`config.mk`:
```
export PLATFORM = sky130hd
export DESIGN_NAME = dscp_device_flat
export DESIGN_NICKNAME = d
export VERILOG_FILES = /design/src/pkg/dscp_pkg.sv /design/src/pkg/dscp_link_if.sv /design/src/design/dscp_sync.sv /design/src/design/dscp_device.sv /design/src/flat_wrapper.sv
export SDC_FILE = /design/constraint.sdc
export NUM_CORES = 1
export LEC_CHECK = 0
export ABC_AREA = 1
export BUFFER_PORTS_ARGS = -buffer_cell sky130_fd_sc_hd__buf_2
export CAP_MARGIN = 20
export CORE_MARGIN = 2
export CORE_UTILIZATION = 40
export DETAILED_ROUTE_END_ITERATION = 8
export GPL_TIMING_DRIVEN = 0
export PLACE_DENSITY = 0.7
export SLEW_MARGIN = 40
export SYNTH_ARGS = -nofsm -noshare
export SYNTH_HDL_FRONTEND = slang
export SYNTH_SLANG_ARGS = --single-unit
```
`constraint.sdc`:
```
create_clock -name sys_clk_in -period 1.73 [get_ports sys_clk_in]
set_input_delay 0.346 -clock sys_clk_in [delete_from_list [all_inputs] [get_ports sys_clk_in]]
set_output_delay 0.346 -clock sys_clk_in [all_outputs]
set_load 0.03 [all_outputs]
```
`src/pkg/dscp_pkg.sv`:
```
// Purpose: Shared constants of the serial command port (device and host ends)
// Assumes: 24-bit frames, 20 MHz system clock
`default_nettype none

package dscp_pkg;
    localparam int FRAME_BITS = 24;
    localparam int CMD_BITS = 8;
    localparam int WORD_BITS = 16;
    localparam int SEL_BITS = 6;
    localparam logic [7:0] CMD_NOP = 8'h00;
    localparam logic [7:0] CMD_CODE = 8'h01;
    localparam logic [7:0] CMD_READ = 8'h02;
    localparam logic [7:0] CMD_CTRL = 8'h55;
    localparam logic [7:0] CMD_SRST = 8'h56;
    localparam logic [7:0] CMD_CONF = 8'h57;
    localparam logic [7:0] CMD_GAIN = 8'h58;
    localparam logic [7:0] CMD_OFFS = 8'h59;
    localparam logic [7:0] CMD_WDOG = 8'h95;
    localparam logic [1:0] SEL_STAT = 2'h0;
    localparam logic [1:0] SEL_CODE = 2'h1;
    localparam logic [1:0] SEL_CTRL = 2'h2;
    localparam logic [5:0] SEL_CONF = 6'h0B;
    localparam logic [5:0] SEL_GAIN = 6'h13;
    localparam logic [5:0] SEL_OFFS = 6'h17;
    localparam int CHAIN_BIT = 3;
    localparam int RESET_BIT = 0;
    localparam logic [15:0] REG_RESET = 16'h0000;
    localparam logic [23:0] SHIFT_RESET = 24'h000000;
    localparam logic [7:0] READ_LEAD = 8'h00;
    // Timing
    localparam int SYS_PERIOD_NS = 50;
    localparam int HOST_LINK_PERIOD_NS = 1000;
    localparam int HOST_HALF_CYC = HOST_LINK_PERIOD_NS / (2 * SYS_PERIOD_NS);
    localparam int HOST_LATCH_CYC = 2 * HOST_HALF_CYC;
    // Host command port
    localparam int BUS_AW = 8;
    localparam int BUS_DW = 32;
    localparam logic [7:0] HOST_CTRL = 8'h00;
    localparam logic [7:0] HOST_RX = 8'h04;
    localparam logic [7:0] HOST_TX_BASE = 8'h10;
    localparam int HCTRL_START_BIT = 0;
    localparam int HCTRL_BUSY_BIT = 1;
    localparam int HCTRL_COUNT_LSB = 4;
    localparam int HCTRL_COUNT_W = 4;
endpackage

`default_nettype wire

```
`src/pkg/dscp_link_if.sv`:
```
// Purpose: Four-wire link between host and device
// Assumes: One host, one device per instance
// Notes: Chains are built by joining several instances in the bench
`timescale 1ns/1ps
`default_nettype none

interface dscp_link_if;
    logic link_clk;
    logic latch_strobe;
    logic serial_in;
    logic serial_out;
    modport dev (input link_clk, input latch_strobe, input serial_in, output serial_out);
    modport host (output link_clk, output latch_strobe, output serial_in, input serial_out);
endinterface

`default_nettype wire

```
`src/design/dscp_sync.sv`:
```
// Purpose: Three-flop input synchroniser with edge pulses
// Assumes: Inputs asynchronous to sys_clk_in
// Notes: Level changes once second and third stages agree
`timescale 1ns/1ps
`default_nettype none

module dscp_sync #(
    parameter int WIDTH = 3
) (
    // Clock and reset
    input wire logic sys_clk_in,
    input wire logic reset_in,
    // Pins
    input wire logic [WIDTH-1:0] async_in,
    // Filtered level and edges
    output logic [WIDTH-1:0] level_out,
    output logic [WIDTH-1:0] rise_out,
    output logic [WIDTH-1:0] fall_out
);
    typedef struct packed {
        logic [WIDTH-1:0] s1;
        logic [WIDTH-1:0] s2;
        logic [WIDTH-1:0] s3;
        logic [WIDTH-1:0] lvl;
    } dscp_sync_t;

    dscp_sync_t q;
    dscp_sync_t d;

    always_comb
    begin
        d = q;
        d.s1 = async_in;
        d.s2 = q.s1;
        d.s3 = q.s2;
        // Hold the level while stages disagree
        d.lvl = (q.s2 & q.s3) | (q.lvl & (q.s2 | q.s3));
    end

    always_ff @(posedge sys_clk_in)
    begin
        if (reset_in)
            q <= '0;
        else
            q <= d;
    end

    assign level_out = q.lvl;
    assign rise_out = d.lvl & ~q.lvl;
    assign fall_out = ~d.lvl & q.lvl;
endmodule // dscp_sync

`default_nettype wire

```
`src/design/dscp_device.sv`:
```
// Purpose: Device end of the serial command port
// Assumes: Link clock well below sys_clk_in / 6
// Notes: Registers stand on the user side as plain outputs
`timescale 1ns/1ps
`default_nettype none

module dscp_device #(
    parameter int DATA_BITS = 16
) (
    // Clock and reset
    input wire logic sys_clk_in,
    input wire logic reset_in,
    // Link
    dscp_link_if.dev link,
    // Status from the analog side
    input wire logic [dscp_pkg::WORD_BITS-1:0] fault_flags_in,
    // Register contents
    output logic [dscp_pkg::WORD_BITS-1:0] output_code_out,
    output logic [dscp_pkg::WORD_BITS-1:0] control_settings_out,
    output logic [dscp_pkg::WORD_BITS-1:0] configuration_settings_out,
    output logic [dscp_pkg::WORD_BITS-1:0] gain_trim_out,
    output logic [dscp_pkg::WORD_BITS-1:0] offset_trim_out,
    // One-cycle events
    output logic soft_reset_out,
    output logic watchdog_restart_out
);
    import dscp_pkg::*;

    if (DATA_BITS != 12 && DATA_BITS != 16)
    begin : g_bad_bits
        $error("DATA_BITS must be 12 or 16");
    end

    // Decoding below assumes command byte plus data word fill the frame
    if (FRAME_BITS != CMD_BITS + WORD_BITS || SEL_BITS > WORD_BITS)
    begin : g_bad_frame
        $error("frame layout does not add up");
    end

    // Low bits beyond the converter width are dropped
    localparam logic [15:0] DATA_MASK = 16'(16'hFFFF << (WORD_BITS - DATA_BITS));

    typedef struct packed {
        logic [FRAME_BITS-1:0] shift;
        logic sout;
        logic rd_pend;
        logic [WORD_BITS-1:0] code;
        logic [WORD_BITS-1:0] ctrl;
        logic [WORD_BITS-1:0] conf;
        logic [WORD_BITS-1:0] gain;
        logic [WORD_BITS-1:0] offs;
        logic srst;
        logic wdog;
    } dscp_dev_t;

    localparam dscp_dev_t DEV_RESET = '{
        shift: SHIFT_RESET,
        sout: 1'b0,
        rd_pend: 1'b0,
        code: REG_RESET,
        ctrl: REG_RESET,
        conf: REG_RESET,
        gain: REG_RESET,
        offs: REG_RESET,
        srst: 1'b0,
        wdog: 1'b0
    };

    localparam int P_CLK = 2;
    localparam int P_LAT = 1;
    localparam int P_SDI = 0;

    dscp_dev_t q;
    dscp_dev_t d;
    logic [2:0] pin_lvl;
    logic [2:0] pin_rise;
    logic [2:0] pin_fall;
    logic chain_on;

    ////////////////////////////////////////////////////////////////////////////
    // Pin synchronisers

    dscp_sync #(
        .WIDTH(3)
    ) u_sync (
        .sys_clk_in(sys_clk_in),
        .reset_in(reset_in),
        .async_in({link.link_clk, link.latch_strobe, link.serial_in}),
        .level_out(pin_lvl),
        .rise_out(pin_rise),
        .fall_out(pin_fall)
    );

    ////////////////////////////////////////////////////////////////////////////
    // Helpers

    function automatic logic [15:0] trim(input logic [15:0] v);
        return v & DATA_MASK;
    endfunction

    function automatic logic [15:0] read_value(input logic [5:0] sel, input dscp_dev_t s);
        logic [15:0] v;
        v = REG_RESET;
        case (sel[1:0])
            SEL_STAT: v = fault_flags_in;
            SEL_CODE: v = s.code;
            SEL_CTRL: v = s.ctrl;
            default:
            begin
                // Only a full match selects these
                case (sel)
                    SEL_CONF: v = s.conf;
                    SEL_GAIN: v = s.gain;
                    SEL_OFFS: v = s.offs;
                    default: v = REG_RESET;
                endcase
            end
        endcase
        return v;
    endfunction

    assign chain_on = q.ctrl[CHAIN_BIT];

    ////////////////////////////////////////////////////////////////////////////
    // Next state

    always_comb
    begin
        d = q;
        d.srst = 1'b0;
        d.wdog = 1'b0;
        // Shifting ignores the latch level
        if (pin_rise[P_CLK])
            d.shift = {q.shift[FRAME_BITS-2:0], pin_lvl[P_SDI]};
        // Output moves on falls so the far end samples on rises
        if (pin_fall[P_CLK])
        begin
            if (chain_on)
                d.sout = q.shift[FRAME_BITS-1];
            else
                d.sout = q.rd_pend & q.shift[FRAME_BITS-1];
        end
        if (pin_rise[P_LAT])
        begin
            // Every chained device commits on the same strobe
            d.rd_pend = 1'b0;
            // A standalone port goes quiet once the readback frame is committed
            if (!chain_on)
                d.sout = 1'b0;
            case (q.shift[FRAME_BITS-1 -: CMD_BITS])
                CMD_CODE: d.code = trim(q.shift[WORD_BITS-1:0]);
                CMD_CTRL: d.ctrl = q.shift[WORD_BITS-1:0];
                CMD_CONF: d.conf = q.shift[WORD_BITS-1:0];
                CMD_GAIN: d.gain = trim(q.shift[WORD_BITS-1:0]);
                CMD_OFFS: d.offs = trim(q.shift[WORD_BITS-1:0]);
                CMD_READ:
                begin
                    // Readback rides the shift register, so it also passes a chain
                    d.shift = {READ_LEAD, read_value(q.shift[SEL_BITS-1:0], q)};
                    d.rd_pend = 1'b1;
                    d.sout = READ_LEAD[CMD_BITS-1];
                end
                CMD_SRST:
                begin
                    if (q.shift[RESET_BIT])
                    begin
                        d = DEV_RESET;
                        d.srst = 1'b1;
                    end
                end
                CMD_WDOG: d.wdog = 1'b1;
                CMD_NOP: d.wdog = 1'b0;
                default: d.wdog = 1'b0;
            endcase
        end
    end

    always_ff @(posedge sys_clk_in)
    begin
        if (reset_in)
            q <= DEV_RESET;
        else
            q <= d;
    end

    ////////////////////////////////////////////////////////////////////////////
    // Outputs

    assign link.serial_out = q.sout;
    assign output_code_out = q.code;
    assign control_settings_out = q.ctrl;
    assign configuration_settings_out = q.conf;
    assign gain_trim_out = q.gain;
    assign offset_trim_out = q.offs;
    assign soft_reset_out = q.srst;
    assign watchdog_restart_out = q.wdog;
endmodule // dscp_device

`default_nettype wire

```
`src/flat_wrapper.sv`:
```
// flat-port wrapper written by rule: the top's interface ports become plain ports
module dscp_device_flat import dscp_pkg::*;
#(
    parameter int DATA_BITS = 16
)
  (sys_clk_in, reset_in, fault_flags_in, output_code_out, control_settings_out, configuration_settings_out, gain_trim_out, offset_trim_out, soft_reset_out, watchdog_restart_out, link_link_clk, link_latch_strobe, link_serial_in, link_serial_out);
  dscp_link_if link_i ();
  input wire logic sys_clk_in;
  input wire logic reset_in;
  input wire logic [dscp_pkg::WORD_BITS-1:0] fault_flags_in;
  output logic [dscp_pkg::WORD_BITS-1:0] output_code_out;
  output logic [dscp_pkg::WORD_BITS-1:0] control_settings_out;
  output logic [dscp_pkg::WORD_BITS-1:0] configuration_settings_out;
  output logic [dscp_pkg::WORD_BITS-1:0] gain_trim_out;
  output logic [dscp_pkg::WORD_BITS-1:0] offset_trim_out;
  output logic soft_reset_out;
  output logic watchdog_restart_out;
  input wire logic [$bits(link_i.link_clk)-1:0] link_link_clk;
  input wire logic [$bits(link_i.latch_strobe)-1:0] link_latch_strobe;
  input wire logic [$bits(link_i.serial_in)-1:0] link_serial_in;
  output wire logic [$bits(link_i.serial_out)-1:0] link_serial_out;
  assign link_i.link_clk = link_link_clk;
  assign link_i.latch_strobe = link_latch_strobe;
  assign link_i.serial_in = link_serial_in;
  assign link_serial_out = link_i.serial_out;
  dscp_device #(.DATA_BITS(DATA_BITS)) u_core (.sys_clk_in(sys_clk_in), .reset_in(reset_in), .link(link_i), .fault_flags_in(fault_flags_in), .output_code_out(output_code_out), .control_settings_out(control_settings_out), .configuration_settings_out(configuration_settings_out), .gain_trim_out(gain_trim_out), .offset_trim_out(offset_trim_out), .soft_reset_out(soft_reset_out), .watchdog_restart_out(watchdog_restart_out));
endmodule
```
==> impl_metrics.csv <==
group,metric,value,unit
critical_path,crit_required,2.05,ns
global_routing,track_usage,0.231,
global_routing,antenna_found_initial,0,
synth,yosys.area.top_type,"dfxtp_1",
synth,synth-main-ff-cell,"dfxtp_1",
clock_network,cts_buffers,17,
clock_network,clock_path_buffers,2,
floorplan,ioPinCount,104,
sta,hold_viol_final,0,
sta,timing.final.crit_share,0.961,
global_routing,grt_max_degree,17,
critical_path,r2r_cells,8,
worst_hold_path,worstHoldStart,"link_link_clk",
sta,fin_skew,0.0113,ns
critical_path,cp_data_arrival_time,1.98,ns
clock_network,cts.reportedPaths.clkPinSlew,0.06,ns
global_routing,grt_pass1_wl,31600,µm
drt,viasPerCell,5.06,
sta,holdWs,0.117,ns
sta,maxSlewHeadroom,0.597,
global_routing,grt-ovfl-total,0,
critical_path,critical_path_class,"flip-flop to flip-flop",
sta,layout_setup_ws,0.0673,ns
cells_and_area,seqCellArea,0.00241,mm²
cells_and_area,drive_gt1_frac,0.275,
place,dp_cells,1317,
drt,dr.pass1.iters,6,
drt,drc,0,
sta,slew_violations,0,
critical_path,critPathBufInv,2,
critical_path,startpoint_type,"flip-flop",
cells_and_area,nNetsFinal,1149,
synth,seq_area_frac_synth,0.360,
sta,worst_pin_slew,0.604,ns
sta,fmax,0.601,GHz
critical_path,r2r_slack,0.07,ns
pwr,peakVddDrop,0.710,mV
synth,synth_fp_nets,1016,
place,place_congestion,0.935,
critical_path,cp_max_fo,10,
global_routing,grt_pass1_vias,5996,
synth,synth_common_cells,"252 x nand2_1, 120 x dfxtp_1, 112 x inv_1",
clock_network,cts_tree,"done",
clock_network,cts_sinks,120,
synth,synth_cell_types,31,
drt,finalWirelength,20800,µm
clock_network,htree_num_levels,4,
run,max_cap_violations,0,
synth,synth_area_per_cell,6.71,µm²
sta,setup_viol,0,
clock_network,root_buffer,"clkbuf_16",
floorplan,num_rows,47,
synth,synth_top_area_frac,0.360,
cells_and_area,multiInputGateArea,0.00302,mm²
critical_path,path_delay_family,"buffers and inverters",
cells_and_area,layoutNonFillerInstCount,1360,
critical_path,cp_slowest_cell,"dfxtp_1",
drt,wire_per_inst,15.3,µm
clock_network,insertion_delay,0.43,ns
drt,ant_nets,0,
floorplan,design.core.area,0.0165,mm²
floorplan,fp.dieW,133,µm
worst_hold_path,min_path_cells,3,
synth,synth_seq_cells,120,
synth,synth_area_leaders,"dfxtp_1 36%, nand2_1 14%, buf_4 9.3%",
floorplan,start_util,0.406,
pwr,p_per_area,808,mW/mm²
place,io_buffers,102,
cells_and_area,fillerInstances,1716,
critical_path,r2r-start,"u_core.q[84]",
place,pre_cts_ws,-0.319,ns
floorplan,dieArea,0.0177,mm²
place,dp_hpwl,15500,µm
synth,synth_edf_count,0,
synth,yosys.cell_count.top_type,"nand2_1",
synth,synth-async-reset-ratio,0,
drt,num_vias,6884,
worst_hold_path,hold_end,"u_core.u_sync.d[8]",
worst_hold_path,hold_path.class,"input port to flip-flop",
synth,synthCells,995,
pwr,power.leakage,0.00401,µW
floorplan,die_h,133,µm
clock_network,holdBufCountCts,0,
synth,yosysWarnings,0,
critical_path,worst_path_largest_cell_delay,0.31,ns
drt,drt-initial-drc-count,656,
critical_path,r2r_end,"u_core.q[94]",
cells_and_area,diodes,0,
critical_path,startpoint,"u_core.q[84]",
status,status,"finished, final reports clean",
critical_path,crit_chain,"buf_4, nand2_2, buf_2, o211ai_1, a21oi_1, nor2_1, o21ai_0, nand2_1",
critical_path,crit_path_end_kind,"flip-flop",
synth,syn-cell-area,0.00668,mm²
sta,fin_crit,1.66,ns
cells_and_area,syn_to_final_growth,24.9,%
[report_power, final]
part	leakage, µW	switching [µW]	total (µW)	internal (µW)
Combinational	0.00274	125	189	64.7
Clock	0.000300	1300	3760	2470
Sequential	0.000969	8.94	2790	2780
[logic make-up (layout without fill, tap and decap cells)]
| logic type | after synthesis | count (layout) | synth area share |
|---|---|---|---|
| flops | 120 | 120 | 0.360 |
| compound gates | 115 | 115 | 0.0924 |
| buf+inv | 258 | 403 | 0.204 |
| simple gates | 501 | 501 | 0.343 |
| mux | 1 | 1 | 0.00150 |
[what timing repair did]
item	in CTS	in global routing
pin swaps	1	3
setup endpoints to repair	33	95
setup buffers	1	13
cloned	0	0
gates resized for setup	10	46
[sequential cells by signal, summed over array words and instances, names as in the netlist]
name / flops
u_core.q: 25
u_core.link.serial_out: 1
u_core.gain_trim_out: 16
u_core.u_sync.level_out: 3
u_core.u_sync.q: 3
u_core.offset_trim_out: 16
u_core.control_settings_out: 16
u_core.output_code_out: 16
u_core.watchdog_restart_out: 1
u_core.soft_reset_out: 1
u_core.configuration_settings_out: 16
u_core.u_sync.d: 6
[layer usage]
metal | track usage | part of all wire | vias to the layer above
li1 | - | - | 3403
met1 | 0.299 | 0.42 | 3131
met2 | 0.374 | 0.47 | 301
met3 | 0.0506 | 0.073 | 49
met4 | 0.0934 | 0.030 | 0
met5 | 0 | 0 | -
[cell usage in the layout (no fill, tap or decap), types with 6 or more instances in the layout]
cell type	synthesis	final
nand3_1	57	55
a21oi_1	59	59
dfxtp_1	120	117
nand2_2	4	8
inv_1	112	112
clkbuf_16	0	17
nand4_1	75	75
buf_6	7	8
nand2_1	252	246
buf_2	23	119
buf_4	83	96
nor2_4	0	6
o21ai_0	36	36
nand3_4	4	6
clkbuf_1	20	15
nor2_1	95	87
clkbuf_2	0	8
[metrics by stage]
| stage | TNS, ns | util | instance area [µm²] | power, µW |
|---|---|---|---|---|
| after floorplan | 0 | - | 6680 | 2950 |
| after global placement | -7.22 | 0.453 | 7460 | 3020 |
| after detailed placement | -8.09 | 0.453 | 7460 | 3020 |
| after CTS | -0.0389 | 0.493 | 8110 | 6730 |
| after global routing | -0.0694 | 0.506 | 8340 | 6900 |
| final | 0 | 0.506 | 8340 | 6740 |
[area by class of cell]
type	instances	area share
repair buffers	116	0.0753
clock buffers	22	0.0557
flip-flops and latches	120	0.289
well taps	220	0.0330
multi-input cells	617	0.362
inverters	122	0.0566
plain buffers	134	0.111
clock inverters	9	0.0177
[worst max-delay path by stage]
stage	slack (ns)	cells after the start	to
6_report	0.07	8	u_core.q[94]
5_1_grt	-0.02	7	u_core.q[100]
4_1_cts	-0.02	9	u_core.q[99]
3_5_place_dp	-0.32	6	u_core.gain_trim_out[5]
3_3_place_gp	-0.32	6	u_core.gain_trim_out[3]
2_1_floorplan	0.25	9	u_core.output_code_out[4]
[tightest hold or removal path, stage by stage]
cell and delay [ns]:
buf_2 0.07, inv_1 0.03, nor2_1 0.06
No activity file was read; power rests on OpenSTA's default activity.
